[src/rtl/key_id_process_image_defs.svh]
`ifndef KEY_ID_PROCESS_IMAGE_DEFS_SVH
`define KEY_ID_PROCESS_IMAGE_DEFS_SVH

// Register byte offsets
`define KIP_ADR_KEY_LO 8'h00
`define KIP_ADR_KEY_HI 8'h04
`define KIP_ADR_HEAD 8'h08
`define KIP_ADR_IRQ_STAT 8'h0C
`define KIP_ADR_IRQ_EN 8'h10
`define KIP_ADR_IRQ_CLR 8'h14

// Field positions
`define KIP_STAT_LINK_FAULT 0
`define KIP_HEAD_CMD_LSB 16
`define KIP_EV_KEY_IN 0
`define KIP_EV_KEY_OUT 1
`define KIP_EV_FAULT 2
`define KIP_EV_CMD 3
`define KIP_EV_W 4

// Override command values
`define KIP_CMD_RED 8'h01
`define KIP_CMD_GREEN 8'h02

// Reset values
`define KIP_RST_CMD 8'h00
`define KIP_RST_IRQ_EN 4'h0

// Timing
`define KIP_CLK_HZ 20000000
`define KIP_HEAD_BLINK_HZ 1
`define KIP_BLINK_HALF (`KIP_CLK_HZ / (2 * `KIP_HEAD_BLINK_HZ))

`endif

[src/rtl/key_id_process_image_pkg.sv]
package key_id_process_image_pkg;

    // Source of the reading-head lamp
    typedef enum logic [1:0] {HEAD_OWN, HEAD_RED, HEAD_GREEN, HEAD_FAULT} headSel_t;

    // Network state behind the bus-state indicator
    typedef enum logic [1:0] {BUS_OFFLINE, BUS_IDLE, BUS_ACTIVE} busState_t;

endpackage : key_id_process_image_pkg

[src/rtl/key_id_process_image.sv]
`timescale 1ns/1ns
`include "key_id_process_image_defs.svh"

module key_id_process_image #(
    parameter int BLINK_HALF = `KIP_BLINK_HALF,
    parameter int CNT_W = 24
) (
    input wire logic sys_clk,
    input wire logic nrst,
    input wire logic wb_cyc_i,
    input wire logic wb_stb_i,
    input wire logic wb_we_i,
    input wire logic [7:0] wb_adr_i,
    input wire logic [3:0] wb_sel_i,
    input wire logic [31:0] wb_dat_i,
    output logic [31:0] wb_dat_o,
    output logic wb_ack_o,
    output logic irq,
    input wire logic cycleTick,
    input wire logic keyPresent,
    input wire logic keyReadError,
    input wire logic [7:0] keyFamily,
    input wire logic [47:0] keyIdent,
    input wire logic [7:0] keyCheck,
    input wire logic headLinkFault,
    input wire logic cmdValid,
    input wire logic [7:0] headLampOverrideCmd,
    input wire logic netConnected,
    input wire logic arActive,
    output logic [7:0] imgKeyType,
    output logic [47:0] keyIdentByte,
    output logic [7:0] imgKeyCheck,
    output logic [15:0] imgStatus,
    output logic headLedRed,
    output logic headLedGreen,
    output logic busStateIndicatorRed,
    output logic busStateIndicatorGreen
);

    typedef struct packed {
        logic [7:0] keyType;
        logic [47:0] ident;
        logic [7:0] check;
        logic [15:0] status;
        logic [7:0] ledCmd;
        key_id_process_image_pkg::headSel_t headSel;
        key_id_process_image_pkg::busState_t busState;
        logic [CNT_W-1:0] blinkCnt;
        logic blinkPhase;
        logic flashPhase;
        logic headRed;
        logic headGreen;
        logic busRed;
        logic busGreen;
        logic keyPrev;
        logic faultPrev;
        logic [`KIP_EV_W-1:0] irqStat;
        logic [`KIP_EV_W-1:0] irqEn;
        logic irqOut;
        logic ack;
        logic [31:0] rdData;
    } state_t;

    state_t s_r;
    state_t s_nxt;
    logic wbReq;
    logic [`KIP_EV_W-1:0] events;
    logic [`KIP_EV_W-1:0] clrMask;

    assign wbReq = wb_cyc_i & wb_stb_i & ~s_r.ack;

    // Next-state logic for the whole block
    always_comb begin
        s_nxt = s_r;
        events = '0;
        clrMask = '0;

        // Cyclic input image; identifier passed through untouched, no access decision here
        if (cycleTick) begin
            if (keyPresent && !keyReadError) begin
                s_nxt.keyType = keyFamily;
                s_nxt.ident = keyIdent;
                s_nxt.check = keyCheck;
            end else begin
                s_nxt.keyType = 8'h00;
                s_nxt.ident = 48'h000000000000;
                s_nxt.check = 8'h00;
            end
            s_nxt.status = 16'h0000;
            s_nxt.status[`KIP_STAT_LINK_FAULT] = headLinkFault;
        end

        // Output byte from the controller
        if (cmdValid) begin
            s_nxt.ledCmd = headLampOverrideCmd;
            events[`KIP_EV_CMD] = 1'b1;
        end

        // Shared blink timebase, one phase flip per half period
        if (s_r.blinkCnt >= CNT_W'(BLINK_HALF - 1)) begin
            s_nxt.blinkCnt = '0;
            s_nxt.blinkPhase = ~s_r.blinkPhase;
            if (s_r.blinkPhase) begin
                s_nxt.flashPhase = ~s_r.flashPhase;
            end
        end else begin
            s_nxt.blinkCnt = s_r.blinkCnt + CNT_W'(1);
        end

        // Head lamp source selection
        if (headLinkFault) begin
            s_nxt.headSel = key_id_process_image_pkg::HEAD_FAULT;
        end else if (s_r.ledCmd == `KIP_CMD_RED) begin
            s_nxt.headSel = key_id_process_image_pkg::HEAD_RED;
        end else if (s_r.ledCmd == `KIP_CMD_GREEN) begin
            s_nxt.headSel = key_id_process_image_pkg::HEAD_GREEN;
        end else begin
            s_nxt.headSel = key_id_process_image_pkg::HEAD_OWN;
        end

        // Head lamp drive
        case (s_nxt.headSel)
            key_id_process_image_pkg::HEAD_FAULT: begin
                s_nxt.headRed = s_r.blinkPhase; // Orange blink
                s_nxt.headGreen = s_r.blinkPhase;
            end
            key_id_process_image_pkg::HEAD_RED: begin
                s_nxt.headRed = 1'b1;
                s_nxt.headGreen = 1'b0;
            end
            key_id_process_image_pkg::HEAD_GREEN: begin
                s_nxt.headRed = 1'b0;
                s_nxt.headGreen = 1'b1;
            end
            key_id_process_image_pkg::HEAD_OWN: begin
                if (keyPresent && keyReadError) begin
                    s_nxt.headRed = s_r.blinkPhase;
                    s_nxt.headGreen = 1'b0;
                end else if (keyPresent) begin
                    s_nxt.headRed = 1'b0;
                    s_nxt.headGreen = s_r.blinkPhase;
                end else begin
                    s_nxt.headRed = 1'b0;
                    s_nxt.headGreen = s_r.blinkPhase & s_r.flashPhase; // Short flash, idle
                end
            end
            default: begin
                s_nxt.headRed = 1'b0;
                s_nxt.headGreen = 1'b0;
            end
        endcase

        // Bus-state indicator
        if (arActive) begin
            s_nxt.busState = key_id_process_image_pkg::BUS_ACTIVE;
        end else if (netConnected) begin
            s_nxt.busState = key_id_process_image_pkg::BUS_IDLE;
        end else begin
            s_nxt.busState = key_id_process_image_pkg::BUS_OFFLINE;
        end
        case (s_nxt.busState)
            key_id_process_image_pkg::BUS_ACTIVE: begin
                s_nxt.busGreen = 1'b1;
                s_nxt.busRed = 1'b0;
            end
            key_id_process_image_pkg::BUS_IDLE: begin
                s_nxt.busGreen = s_r.blinkPhase;
                s_nxt.busRed = ~s_r.blinkPhase;
            end
            default: begin
                s_nxt.busGreen = 1'b0;
                s_nxt.busRed = 1'b1;
            end
        endcase

        // Event edges
        s_nxt.keyPrev = keyPresent;
        s_nxt.faultPrev = headLinkFault;
        events[`KIP_EV_KEY_IN] = keyPresent & ~s_r.keyPrev;
        events[`KIP_EV_KEY_OUT] = ~keyPresent & s_r.keyPrev;
        events[`KIP_EV_FAULT] = headLinkFault & ~s_r.faultPrev;

        // Wishbone slave, one wait state, ack for every address; a write lands on the edge that sees ack
        s_nxt.ack = wbReq;
        s_nxt.rdData = 32'h00000000;
        if (s_r.ack && wb_cyc_i && wb_stb_i && wb_we_i && wb_sel_i[0]) begin
            case (wb_adr_i)
                `KIP_ADR_IRQ_EN: s_nxt.irqEn = wb_dat_i[`KIP_EV_W-1:0];
                `KIP_ADR_IRQ_CLR: clrMask = wb_dat_i[`KIP_EV_W-1:0];
                default: ;
            endcase
        end
        if (wbReq && !wb_we_i) begin
            case (wb_adr_i)
                `KIP_ADR_KEY_LO: s_nxt.rdData = s_r.ident[31:0];
                `KIP_ADR_KEY_HI: s_nxt.rdData = {s_r.keyType, s_r.check, s_r.ident[47:32]};
                `KIP_ADR_HEAD: s_nxt.rdData = {8'h00, s_r.ledCmd, s_r.status};
                `KIP_ADR_IRQ_STAT: s_nxt.rdData = {28'h0000000, s_r.irqStat};
                `KIP_ADR_IRQ_EN: s_nxt.rdData = {28'h0000000, s_r.irqEn};
                default: s_nxt.rdData = 32'h00000000;
            endcase
        end

        // Sticky events, a new event wins over a clear
        s_nxt.irqStat = (s_r.irqStat & ~clrMask) | events;
        s_nxt.irqOut = |(s_nxt.irqStat & s_nxt.irqEn);
    end

    // State register
    always_ff @(posedge sys_clk or negedge nrst) begin
        if (!nrst) begin
            s_r <= '{keyType: 8'h00, ident: 48'h000000000000, check: 8'h00, status: 16'h0000,
                     ledCmd: `KIP_RST_CMD, headSel: key_id_process_image_pkg::HEAD_OWN,
                     busState: key_id_process_image_pkg::BUS_OFFLINE, blinkCnt: '0,
                     blinkPhase: 1'b0, flashPhase: 1'b0, headRed: 1'b0, headGreen: 1'b0,
                     busRed: 1'b1, busGreen: 1'b0, keyPrev: 1'b0, faultPrev: 1'b0,
                     irqStat: '0, irqEn: `KIP_RST_IRQ_EN, irqOut: 1'b0, ack: 1'b0,
                     rdData: 32'h00000000};
        end else begin
            s_r <= s_nxt;
        end
    end

    // Outputs straight from the state register
    assign wb_dat_o = s_r.rdData;
    assign wb_ack_o = s_r.ack;
    assign irq = s_r.irqOut;
    assign imgKeyType = s_r.keyType;
    assign keyIdentByte = s_r.ident;
    assign imgKeyCheck = s_r.check;
    assign imgStatus = s_r.status;
    assign headLedRed = s_r.headRed;
    assign headLedGreen = s_r.headGreen;
    assign busStateIndicatorRed = s_r.busRed;
    assign busStateIndicatorGreen = s_r.busGreen;

    // Image and status checks
    a_zero_no_key: assert property (@(posedge sys_clk) disable iff (!nrst)
        cycleTick && !keyPresent |=> keyIdentByte == 48'h0 && imgKeyType == 8'h00 && imgKeyCheck == 8'h00)
        else $error("key fields not zero without key");
    a_ident_copy: assert property (@(posedge sys_clk) disable iff (!nrst)
        cycleTick && keyPresent && !keyReadError |=>
        keyIdentByte == $past(keyIdent) && imgKeyType == $past(keyFamily) && imgKeyCheck == $past(keyCheck))
        else $error("identifier not copied into image");
    a_fault_bit: assert property (@(posedge sys_clk) disable iff (!nrst)
        cycleTick |=> imgStatus[`KIP_STAT_LINK_FAULT] == $past(headLinkFault))
        else $error("link fault bit wrong");
    a_resv_zero: assert property (@(posedge sys_clk) disable iff (!nrst)
        imgStatus[15:1] == 15'h0000)
        else $error("reserved status bits set");

    // Head lamp checks
    a_cmd_red: assert property (@(posedge sys_clk) disable iff (!nrst)
        s_r.ledCmd == `KIP_CMD_RED && !headLinkFault |=> headLedRed && !headLedGreen)
        else $error("red override not shown");
    a_cmd_green: assert property (@(posedge sys_clk) disable iff (!nrst)
        s_r.ledCmd == `KIP_CMD_GREEN && !headLinkFault |=> !headLedRed && headLedGreen)
        else $error("green override not shown");
    a_own_blink: assert property (@(posedge sys_clk) disable iff (!nrst)
        s_r.ledCmd != `KIP_CMD_RED && s_r.ledCmd != `KIP_CMD_GREEN && !headLinkFault
        && keyPresent && !keyReadError |=> !headLedRed && headLedGreen == $past(s_r.blinkPhase))
        else $error("own status green blink wrong");
    a_fault_block: assert property (@(posedge sys_clk) disable iff (!nrst)
        headLinkFault |=> headLedRed == headLedGreen && headLedRed == $past(s_r.blinkPhase))
        else $error("override not blocked by fault");

    // Bus-state indicator checks
    a_bus_active: assert property (@(posedge sys_clk) disable iff (!nrst)
        arActive |=> busStateIndicatorGreen && !busStateIndicatorRed)
        else $error("active connection not steady green");
    a_bus_idle: assert property (@(posedge sys_clk) disable iff (!nrst)
        !arActive && netConnected |=> busStateIndicatorGreen != busStateIndicatorRed
        && busStateIndicatorGreen == $past(s_r.blinkPhase))
        else $error("idle network not alternating");
    a_bus_offline: assert property (@(posedge sys_clk) disable iff (!nrst)
        !arActive && !netConnected |=> busStateIndicatorRed && !busStateIndicatorGreen)
        else $error("offline not steady red");

endmodule : key_id_process_image

[config.mk]
export PLATFORM = sky130hd
export DESIGN_NAME = key_id_process_image
export DESIGN_NICKNAME = d
export VERILOG_FILES = /design/src/rtl/key_id_process_image_pkg.sv /design/src/rtl/key_id_process_image.sv
export VERILOG_INCLUDE_DIRS = /design/src /design/src/rtl
export SDC_FILE = /design/constraint.sdc
export NUM_CORES = 1
export LEC_CHECK = 0
export ABC_AREA = 0
export BUFFER_PORTS_ARGS = -buffer_cell sky130_fd_sc_hd__buf_2
export CORE_UTILIZATION = 40
export CTS_CLUSTER_SIZE = 40
export DETAILED_ROUTE_END_ITERATION = 6
export MAX_ROUTING_LAYER = met4
export PLACE_DENSITY = 0.66
export SLEW_MARGIN = 25
export SYNTH_ARGS = -nofsm -noshare
export SYNTH_HDL_FRONTEND = slang
export SYNTH_SLANG_ARGS = --single-unit
[constraint.sdc]
create_clock -name sys_clk -period 2.6 [get_ports sys_clk]
set_input_delay 0.26 -clock sys_clk [delete_from_list [all_inputs] [get_ports sys_clk]]
set_output_delay 0.26 -clock sys_clk [all_outputs]
set_load 0.01 [all_outputs]
Word-level counts from Yosys, hierarchy flattened
Index checks and enable logic that the tools add are counted.
{ "op_classes": {"addsub": 1, "order_cmp": 1, "n_eq_ne": 12, "muxes": 18, "bitwise_logic": 16, "n_reduce_logical": 13} }
{ "ops": {"columns": ["operator", "n"], "rows": [
  ["32-bit one-hot mux with 5 select lines", 1],
  ["64-bit two-way mux", 1],
  ["32-bit two-way mux", 1],
  ["24-bit by 1-bit adder with 24-bit output (second input constant)", 1],
  ["24-bit >= comparator (second input constant)", 1],
  ["24-bit two-way mux", 1],
  ["8-bit by 4-bit equality test with 1-bit output (second input constant)", 2],
  ["8-bit by 5-bit equality test with 1-bit output (second input constant)", 2],
  ["4-bit two-way mux", 4],
  ["2-bit two-way mux", 5],
  ["4-bit bitwise AND", 2],
  ["8-bit by 1-bit equality test with 1-bit output (second input constant)", 1],
  ["8-bit by 2-bit equality test with 1-bit output (second input constant)", 1],
  ["8-bit by 3-bit equality test with 1-bit output (second input constant)", 1],
  ["8-bit zero test", 1],
  ["2-bit one-hot mux with 4 select lines", 1],
  ["1-bit logical AND", 7],
  ["1-bit bitwise AND", 6],
  ["2-bit equality test (second input constant)", 3],
  ["1-bit inverter", 6],
  ["2-bit by 1-bit equality test with 1-bit output (second input constant)", 2],
  ["4-bit inverter", 1],
  ["4-bit bitwise OR", 1],
  ["2-bit one-hot mux with 2 select lines", 1],
  ["other kinds (5)", 8]
]} }
{ "word_totals": {"ff_bits": 147, "in_bits": 128, "word_cells": 80} }

Longest topological paths before layout
Gate-level depths: netlist of the first run.
{ "logic_depth": {"depth_word": 10, "depth_mapped": 8, "mapped_depth_nobuf": 6} }

Least setup slack after synthesis of the first run
Ideal clock, no wire load.
{ "synth_path": {"path_kind": "input to register", "startpoint": "input wb_adr_i[2]", "endpoint": "register s_r, in the netlist irq", "t_arrival_ns": 2.167, "required_time_ns": 2.468, "setup_slack_ns": 0.302, "cell_stages": 7, "cell_sequence": "clkbuf_1 > or4_1 > or4_1 > buf_2 > mux2_4 > nor3b_1 > or3b_1"} }
{ "synth_rtl": {"columns": ["item", "line", "source"], "rows": [
  ["from (decl)", "key_id_process_image.sv:13", "input wire logic [7:0] wb_adr_i,"],
  ["to (signal assigned)", "key_id_process_image.sv:212", "s_r <= '{keyType: 8'h00, ident: 48'h000000000000, check: 8'h00, status: 16'h0000,"],
  ["to (signal assigned)", "key_id_process_image.sv:220", "s_r <= s_nxt;"],
  ["to (decl)", "key_id_process_image.sv:64", "state_t s_r;"]
]} }

==> results.py, run 1 <==
metrics = {
    "drt": {
        "routed-via-count": 5191,
        "routedWlPerCell_um": 15.3,
        "drt_iter0_markers": 256,
        "viasPerCell": 4.74,
        "drcViolationCount": 0,
        "wirelength_um": 16700,
        "drtPass1Iterations": 5,
        "ant_nets": 0,
    },
    "sta": {
        "rsz0062_at_grt": "false",
        "worstMarginPinSlew_ns": 0.638,
        "slew_violations": 0,
        "finalSetupViolations": 0,
        "relSlewSlack_pct": 57.5,
        "tns_ns": 0,
        "hold_viol_final": 0,
        "fmax_mhz": 471,
        "skew_ns": 0.00694,
        "post-route-period-util_pct": 81.7,
        "fin_hold_ws_ns": 0.0395,
        "fin_crit_ns": 2.12,
    },
    "min_path": {
        "holdPathEnd": "keyIdentByte[7]",
        "hp-class": "primary input to flop",
        "whs_path_depth": 3,
        "hold_start": "keyIdent[7]",
    },
    "place": {
        "numPortBuffers": 199,
        "place_congestion": 0.858,
        "dp.cells": 1060,
        "dpl-instance-area_um2": 7620,
        "dp_hpwl_um": 11900,
    },
    "layout": {
        "final_common_cell": "buf_2",
        "final_util_pct": 47.3,
        "stdcell_area_um2": 8210,
        "stdcell_count": 1095,
        "final_cell_mix": "buf_2, dfrtp_1, nand2_1",
        "nets": 985,
        "drive_gt1_share_pct": 30.3,
        "syn_to_final_growth_pct": 15.4,
    },
    "synthesis": {
        "synth-compound-area-share_pct": 10.3,
        "synth_mux_area_share_pct": 3.39,
        "ys.flop_type": "dfrtp_1",
        "ys_seq_area_share_pct": 51.7,
        "synth_cell_type_count": 51,
        "synth_xor_area_share_pct": 2.83,
        "ys_async_sr_fraction_pct": 100,
        "synthAdderAreaFrac_pct": 0.176,
        "ys_ff_latch": 147,
        "syn_avg_cell_area_um2": 9.41,
        "synth_top_family_by_area": "buffers and inverters",
        "synthCells": 756,
        "syn_area_um2": 7110,
        "yosys_warnings": 0,
        "synth_simple_gate_area_share_pct": 14.0,
        "synth_edf_count": 0,
    },
    "clock_network": {
        "cts_tree": "yes",
        "cts.repair.resized": 0,
        "cts_setup_buffers": 0,
        "numCtsBuffers": 17,
        "clk_pin_slew_ns": 0.06,
        "clock_sinks": 147,
        "hold_buffers": 2,
        "ctsRootBufferMaster": "clkbuf_16",
        "ctsLongestPathBuffers": 2,
        "htree_levels": 4,
        "worstSkewPairLatency_ns": 0.42,
    },
    "power": {
        "clkPwrFrac_pct": 45.5,
        "p_switching_mw": 1.28,
        "comb_power_share_pct": 7.9,
        "vdd_drop_max_uv": 465,
        "leakagePower_nw": 4.08,
        "powerDensity_nw_per_um2": 633,
        "internal_power_mw": 3.92,
        "swShare_pct": 24.6,
        "seq_power_share_pct": 46.6,
    },
    "global_route": {
        "grt_pass1_wl_um": 26000,
        "antenna_found_initial": 1,
        "overflow": 0,
        "grt_max_degree": 66,
        "grt_pass1_vias": 4984,
        "grtUsageTotal_pct": 19.5,
    },
    "setup_path": {
        "reg2reg_slack_ns": 0.48,
        "critPathCaptureType": "flop",
        "crit_fanout": 4,
        "cpPeakStageDelay_ns": 0.66,
        "timing.rr.start": "wb_ack_o",
        "worstSetupStartpointType": "flop",
        "crit_chain": "nand3_1, or4_1, mux2_4, nor3b_1, or3b_1",
        "critical_path_class": "flop to flop",
        "ff2ff_path_depth": 5,
        "crit_required_ns": 2.89,
        "r2r-end": "irq",
        "slowest_stage": "or4_1",
        "cp.arrival_ns": 2.42,
    },
    "floorplan": {
        "rows": 48,
        "dieArea_um2": 18300,
        "dieWidth_um": 135,
        "ios": 246,
        "core_area_um2": 17400,
        "die_h_um": 135,
        "start_util_pct": 41.0,
    },
    "run_status": {
        "status": "completed",
    },
    "job": {
        "cap_violations": 0,
    },
}
-- Yosys cell counts, types with 3 or more instances --
cell type  count  area, µm²
mux2_4         4       60.1
inv_1         71        267
dfrtp_1      146       3650
nor2_1        75        282
nor4_1         4       25.0
buf_4        112        841
nand3b_1       3       22.5
xor2_1        13        114
nor2b_1        3       18.8
xnor2_1       10       87.6
mux2_2         9        101
nor3_1         5       25.0
nand2_1       86        323
mux2i_1        8       80.1
a22oi_1       24        180
nor3b_1        4       30.0
o21ai_0       74        370
a21oi_1       10       50.1
and3_1         3       18.8
nand4_1        9       56.3
clkbuf_1      33        124
a211oi_1       3       22.5
a22o_1         3       26.3
nand3_1       11       55.1
-- stage by stage --
step                setup slack [ns]  power (mW)
global placement              0.0970        2.88
CTS                            0.492        5.26
detailed placement            0.0855        2.88
finish                         0.477        5.20
floorplan                      0.302        2.72
global route                   0.417        5.41
-- worst max-delay path, delay by kind of cell (launching register included) --
kind / cells / cell delay, ns
mux: 1 / 0.35
flops: 1 / 0.38
simple gates: 4 / 1.27
-- registers in the layout (all words and copies together) (netlist names) --
signal and count:
keyIdentByte 48, s_r 44, wb_dat_o 32, imgKeyCheck 8, imgKeyType 8, busStateIndicatorGreen 1, busStateIndicatorRed 1, headLedGreen 1
headLedRed 1, imgStatus 1, irq 1, wb_ack_o 1
-- power groups by stage --
stage | combinational, mW | sequential (mW) | clock, mW
after floorplan | 0.270 | 2.45 | 0
after detailed placement | 0.416 | 2.47 | 0
after CTS | 0.420 | 2.43 | 2.42
after global placement | 0.411 | 2.47 | 0
final | 0.411 | 2.43 | 2.37
after global routing | 0.463 | 2.44 | 2.51
-- layer usage --
| layer | GRT usage (%) | share of wire, % | vias up |
|---|---|---|---|
| li1 | - | - | 2541 |
| met1 | 25.1 | 46 | 2466 |
| met2 | 29.0 | 47 | 171 |
| met3 | 5.42 | 5.9 | 13 |
| met4 | 7.43 | 1.5 | 0 |
| met5 | - | 0 | - |
-- worst max path at each step --
| stage | startpoint | end | slack (ns) | cells past startpoint |
|---|---|---|---|---|
| detailed placement | wb_adr_i[1] | irq | 0.09 | 6 |
| global placement | wb_adr_i[1] | irq | 0.1 | 6 |
| finish | wb_ack_o | irq | 0.48 | 5 |
| global route | wb_ack_o | irq | 0.42 | 5 |
| CTS | wb_ack_o | irq | 0.49 | 5 |
| floorplan | wb_adr_i[2] | irq | 0.30 | 7 |
-- layout make-up --
cell class                      instances  area (µm²)
Fill cell                            1647        9150
Sequential cell                       147        3680
Multi-Input combinational cell        404        2260
Timing Repair Buffer                  215        1150
Clock buffer                           20         467
Tap cell                              225         282
Inverter                               71         267
Clock inverter                         12         106
Antenna cell                            1        2.50
-- logic make-up after synthesis --
kind of cell / Yosys count
adder cells (fa/ha/maj): 1
multiplexers: 21
AND/OR/NAND/NOR: 220
buffers and inverters: 219
other: 1
XOR/XNOR: 23
flip-flops: 147
AO/OA/AOI/OAI: 124
Power figures use the tool's default switching activity.
==> inputs of run 2 (changes only) <==
- clock period: 2.6 -> 2.2 ns (I/O delays scaled with it)
==> run 2 against run 1 <==
Net effect: register-to-register slack worse by 0.33 ns; via count is 4.7% higher; power is 25% higher; global-route usage is 1.0 points higher; clock power is 30% higher; routed wire length is 4.2% higher; maximum frequency is 3.3% higher; sequential power is 18% higher; setup slack worse by 0.33 ns; sequential cell count stayed put; first-iteration DRC count is 20% higher; largest cell class unchanged; highest routed layer unchanged.
==> results.py, run 2 (synthesis results as in run 1) <==
metrics = {
    "run_status": {
        "status": "completed",
    },
    "layout": {
        "nets": 1036,
        "antenna_cells": 0,
        "fill_cells": 1587,
        "final_util_pct": 50.7,
        "syn_to_final_growth_pct": 23.7,
        "largest_reg_flops": 48,
        "final_cell_mix": "buf_2, dfrtp_1, nand2_1",
        "drive_gt1_share_pct": 29.9,
        "final_common_cell": "buf_2",
    },
    "setup_path": {
        "timing.rr.start": "wb_ack_o",
        "slowest_stage": "or4_4",
        "cp.arrival_ns": 2.35,
        "endpoint": "irq",
        "cp-startpoint": "wb_ack_o",
        "critPathCaptureType": "flop",
        "critical_path_class": "flop to flop",
        "ff2ff_path_depth": 5,
        "worstSetupStartpointType": "flop",
        "r2r-end": "irq",
        "crit_fanout": 4,
        "crit_required_ns": 2.49,
        "crit_chain": "nand3_1, or4_4, mux2_4, nor3b_1, or3b_1",
        "cpPeakStageDelay_ns": 0.59,
        "reg2reg_slack_ns": 0.14,
    },
    "sta": {
        "worstMarginPinSlew_ns": 0.648,
        "finalWorstSetupSlack_ns": 0.144,
        "fin_crit_ns": 2.06,
        "finalSetupViolations": 0,
        "rsz0062_at_grt": "false",
        "fmax_mhz": 486,
        "slew_violations": 0,
        "hold_viol_final": 0,
        "fin_hold_ws_ns": 0.00162,
        "skew_ns": 0.00842,
        "post-route-period-util_pct": 93.4,
        "relSlewSlack_pct": 56.8,
    },
    "place": {
        "numPortBuffers": 199,
        "place_worst_setup_slack_ns": -0.286,
        "dp_hpwl_um": 12200,
        "place_congestion": 0.848,
    },
    "floorplan": {
        "dieWidth_um": 135,
        "ios": 246,
        "core_area_um2": 17400,
        "die_h_um": 135,
        "dieArea_um2": 18300,
        "rows": 48,
        "start_util_pct": 41.0,
    },
    "clock_network": {
        "clock_sinks": 147,
        "ctsLongestPathBuffers": 2,
        "worstSkewPairLatency_ns": 0.42,
        "cts_tree": "yes",
        "ctsRootBufferMaster": "clkbuf_16",
        "htree_levels": 4,
        "clk_pin_slew_ns": 0.07,
        "numCtsBuffers": 17,
    },
    "drt": {
        "drt_iter0_markers": 307,
        "routedWlPerCell_um": 15.2,
        "routed-via-count": 5437,
        "drcViolationCount": 0,
        "viasPerCell": 4.75,
        "wirelength_um": 17400,
        "drtPass1Iterations": 4,
        "ant_nets": 0,
    },
    "global_route": {
        "grt_pass1_vias": 5353,
        "antenna_found_initial": 0,
        "grt_max_degree": 78,
        "overflow": 0,
        "grt_pass1_wl_um": 27700,
        "grtUsageTotal_pct": 20.5,
    },
    "power": {
        "leakagePower_nw": 4.33,
        "vdd_drop_max_uv": 517,
        "powerDensity_nw_per_um2": 738,
        "totalPowerFinal_mw": 6.49,
    },
    "min_path": {
        "hp-class": "primary input to flop",
    },
    "job": {
        "cap_violations": 0,
    },
}
[run 2: power breakdown]
group | switching, mW | total, mW | internal [mW]
sequential | 0.0715 | 2.87 | 2.79
clock | 1.17 | 3.08 | 1.91
combinational | 0.303 | 0.550 | 0.247
[run 2: layer usage]
metal | wire (µm) | vias to the layer above | global-route usage [%]
li1 | - | 2635 | -
met4 | 431 | 0 | 8.43
met3 | 917 | 29 | 4.19
met2 | 8310 | 178 | 32.3
met1 | 7780 | 2595 | 25.8
met5 | 0 | - | -
[run 2: critical path, delay by kind of cell, from the launching register on]
kind	cells	cell delay, ns
mux	1	0.33
flops	1	0.38
simple gates	4	1.23
[run 2: how the worst min path moves through the flow]
stage,to,startpoint,cells after the start
global placement,s_r[50],nrst,1
CTS,keyIdentByte[22],keyIdent[22],3
floorplan,busStateIndicatorGreen,nrst,0
global route,keyIdentByte[22],keyIdent[22],3
detailed placement,s_r[51],nrst,1
finish,imgKeyType[0],keyFamily[0],3
[run 2: layout make-up]
type	count	area [µm²]	area share, %
repair buffers	266	1680	19.0
multi-input cells	404	2260	25.7
inverters	71	267	3.03
clock buffers	17	425	4.84
flip-flops and latches	147	3680	41.8
clock inverters	15	205	2.33
well taps	225	282	3.20
[run 2: what timing repair did]
item | 4_1_cts | 5_1_grt
setup buffers | 0 | 0
resized for setup | 1 | 1
hold buffers | 43 | 0
endpoints found under the setup margin | 16 | 1
endpoints found under the hold margin | 76 | 0
[run 2: stage by stage]
step                instances  TNS, ns  area [µm²]
global route             1145        0        8800
detailed placement       1070    -1.01        7730
finish                   1145        0        8800
global placement         1070   -0.354        7730
CTS                      1145        0        8790
floorplan                 770  -0.0583        7170
==> inputs of run 3 (changes only) <==
- clock period: 2.2 -> 1.9 ns (I/O delays scaled with it)
==> run 3 against run 2 <==
Net effect: the run now ends with negative setup slack left; clock power is 8.4% higher; cell area is 2.8% higher; power is 13% higher.
==> results.py, run 3 (synthesis results as in run 1) <==
metrics = {
    "floorplan": {
        "rows": 48,
        "dieWidth_um": 135,
        "die_h_um": 135,
        "start_util_pct": 41.0,
        "core_area_um2": 17400,
        "ios": 246,
        "dieArea_um2": 18300,
    },
    "drt": {
        "routedWlPerCell_um": 15.6,
        "ant_nets": 0,
        "wl_met1_um": 8210,
        "viasPerCell": 4.76,
        "wirelength_um": 18300,
        "drt_iter0_markers": 260,
        "wl_met2_um": 8760,
        "drcViolationCount": 0,
        "dr.max_layer_used": "met4",
        "drtPass1Iterations": 4,
        "route.met3.wl_um": 823,
        "routed-via-count": 5585,
    },
    "place": {
        "dp_hpwl_um": 12300,
        "numPortBuffers": 199,
        "place_congestion": 0.846,
        "place_worst_setup_slack_ns": -0.557,
    },
    "job": {
        "cap_violations": 0,
    },
    "sta": {
        "finalWorstSetupSlack_ns": -0.0614,
        "slew_violations": 0,
        "hold_viol_final": 0,
        "finalSetupViolations": 1,
        "rsz0062_at_grt": "true",
        "skew_ns": 0.00751,
        "fmax_mhz": 510,
        "post-route-period-util_pct": 103,
        "relSlewSlack_pct": 62.6,
        "fin_crit_ns": 1.96,
        "worstMarginPinSlew_ns": 0.560,
    },
    "layout": {
        "multi_input_area_um2": 2280,
        "final_common_cell": "buf_2",
        "syn_to_final_growth_pct": 27.1,
        "nets": 1064,
        "largest_reg_flops": 48,
        "drive_gt1_share_pct": 29.9,
        "regArea_um2": 3680,
        "antenna_cells": 0,
        "fill_cells": 1589,
        "final_cell_mix": "buf_2, dfrtp_1, nand2_1",
    },
    "run_status": {
        "status": "complete, but fails checks",
        "violations": "negative setup slack",
    },
    "min_path": {
        "hp-class": "primary input to flop",
    },
    "clock_network": {
        "cts_tree": "yes",
        "htree_levels": 4,
        "clk_pin_slew_ns": 0.06,
        "clock_sinks": 147,
        "numCtsBuffers": 17,
        "ctsLongestPathBuffers": 2,
        "ctsRootBufferMaster": "clkbuf_16",
        "worstSkewPairLatency_ns": 0.43,
    },
    "power": {
        "seq_power_share_pct": 45.2,
        "totalPowerFinal_mw": 7.35,
        "comb_power_share_pct": 9.4,
        "leakagePower_nw": 4.45,
        "clkPwrFrac_pct": 45.5,
        "p_switching_mw": 1.80,
        "swShare_pct": 24.4,
        "powerDensity_nw_per_um2": 813,
        "internal_power_mw": 5.56,
        "vdd_drop_max_uv": 600,
    },
    "global_route": {
        "grt_max_degree": 65,
        "antenna_found_initial": 0,
        "grt_pass1_wl_um": 28600,
        "grt_pass1_vias": 5510,
        "overflow": 0,
        "grtUsageTotal_pct": 21.4,
    },
    "setup_path": {
        "critical_path_class": "primary input to flop",
        "crit_fanout": 4,
        "worstSetupStartpointType": "primary input",
        "crit_required_ns": 2.20,
        "cp.arrival_ns": 2.26,
        "critPathCaptureType": "flop",
    },
}
==> run 3: power groups by stage <==
stage | combinational [mW] | clock, mW | sequential (mW)
global route | 0.767 | 3.54 | 3.33
CTS | 0.696 | 3.42 | 3.32
finish | 0.690 | 3.34 | 3.32
global placement | 0.580 | 0 | 3.37
detailed placement | 0.586 | 0 | 3.38
floorplan | 0.370 | 0 | 3.35
==> run 3: repair_timing <==
item	CTS	global route
hold buffers	66	0
hold endpoints to repair	130	0
gates cloned	0	1
pin swaps	2	0
buffers inserted	0	0
resized for setup	2	6
setup endpoints to repair	1	23
==> run 3: final timing paths <==
check                                    to  slack, ns         start  cells after the start
min                        keyIdentByte[17]      0.008  keyIdent[17]                      3
max                                     irq      -0.06   wb_adr_i[1]                      6
max in group asynchronous       wb_dat_o[8]       1.05          nrst                      3
min reg2reg                         s_r[40]       0.47       s_r[42]                      1
max reg2reg                             irq      -0.05      wb_ack_o                      5
min in group asynchronous           s_r[53]       0.22          nrst                      2
==> run 3: critical path, cell delays in order <==
cell and delay [ns]:
buf_2 0.12, or4b_1 0.51, or4_4 0.58, mux2_4 0.33, a22oi_2 0.17, or3b_1 0.36
==> run 3: stage by stage <==
stage | hold slack [ns] | instance area (µm²) | util [%] | std cells | TNS (ns)
5_1_grt | 0.00831 | 9040 | 52.1 | 1173 | -0.118
2_1_floorplan | -0.106 | 7170 | - | 770 | -0.328
4_1_cts | 0.000297 | 9010 | 51.9 | 1172 | -0.0237
3_5_place_dp | 0.101 | 7760 | 44.7 | 1074 | -0.735
6_report | 0.00770 | 9040 | 52.1 | 1173 | -0.0614
3_3_place_gp | 0.101 | 7760 | 44.7 | 1074 | -0.523
==> run 3: cell type report <==
class	instances	share of cell area, %
Clock buffer	19	5.01
Clock inverter	13	1.48
Inverter	71	2.95
Multi-Input combinational cell	404	25.2
Sequential cell	147	40.7
Tap cell	225	3.11
Timing Repair Buffer	294	21.5
==> run 3: routing by layer <==
metal,up-vias,global-route usage [%]
met5,-,-
met4,0,11.3
met3,37,3.63
met2,169,33.6
met1,2691,26.5
li1,2688,-
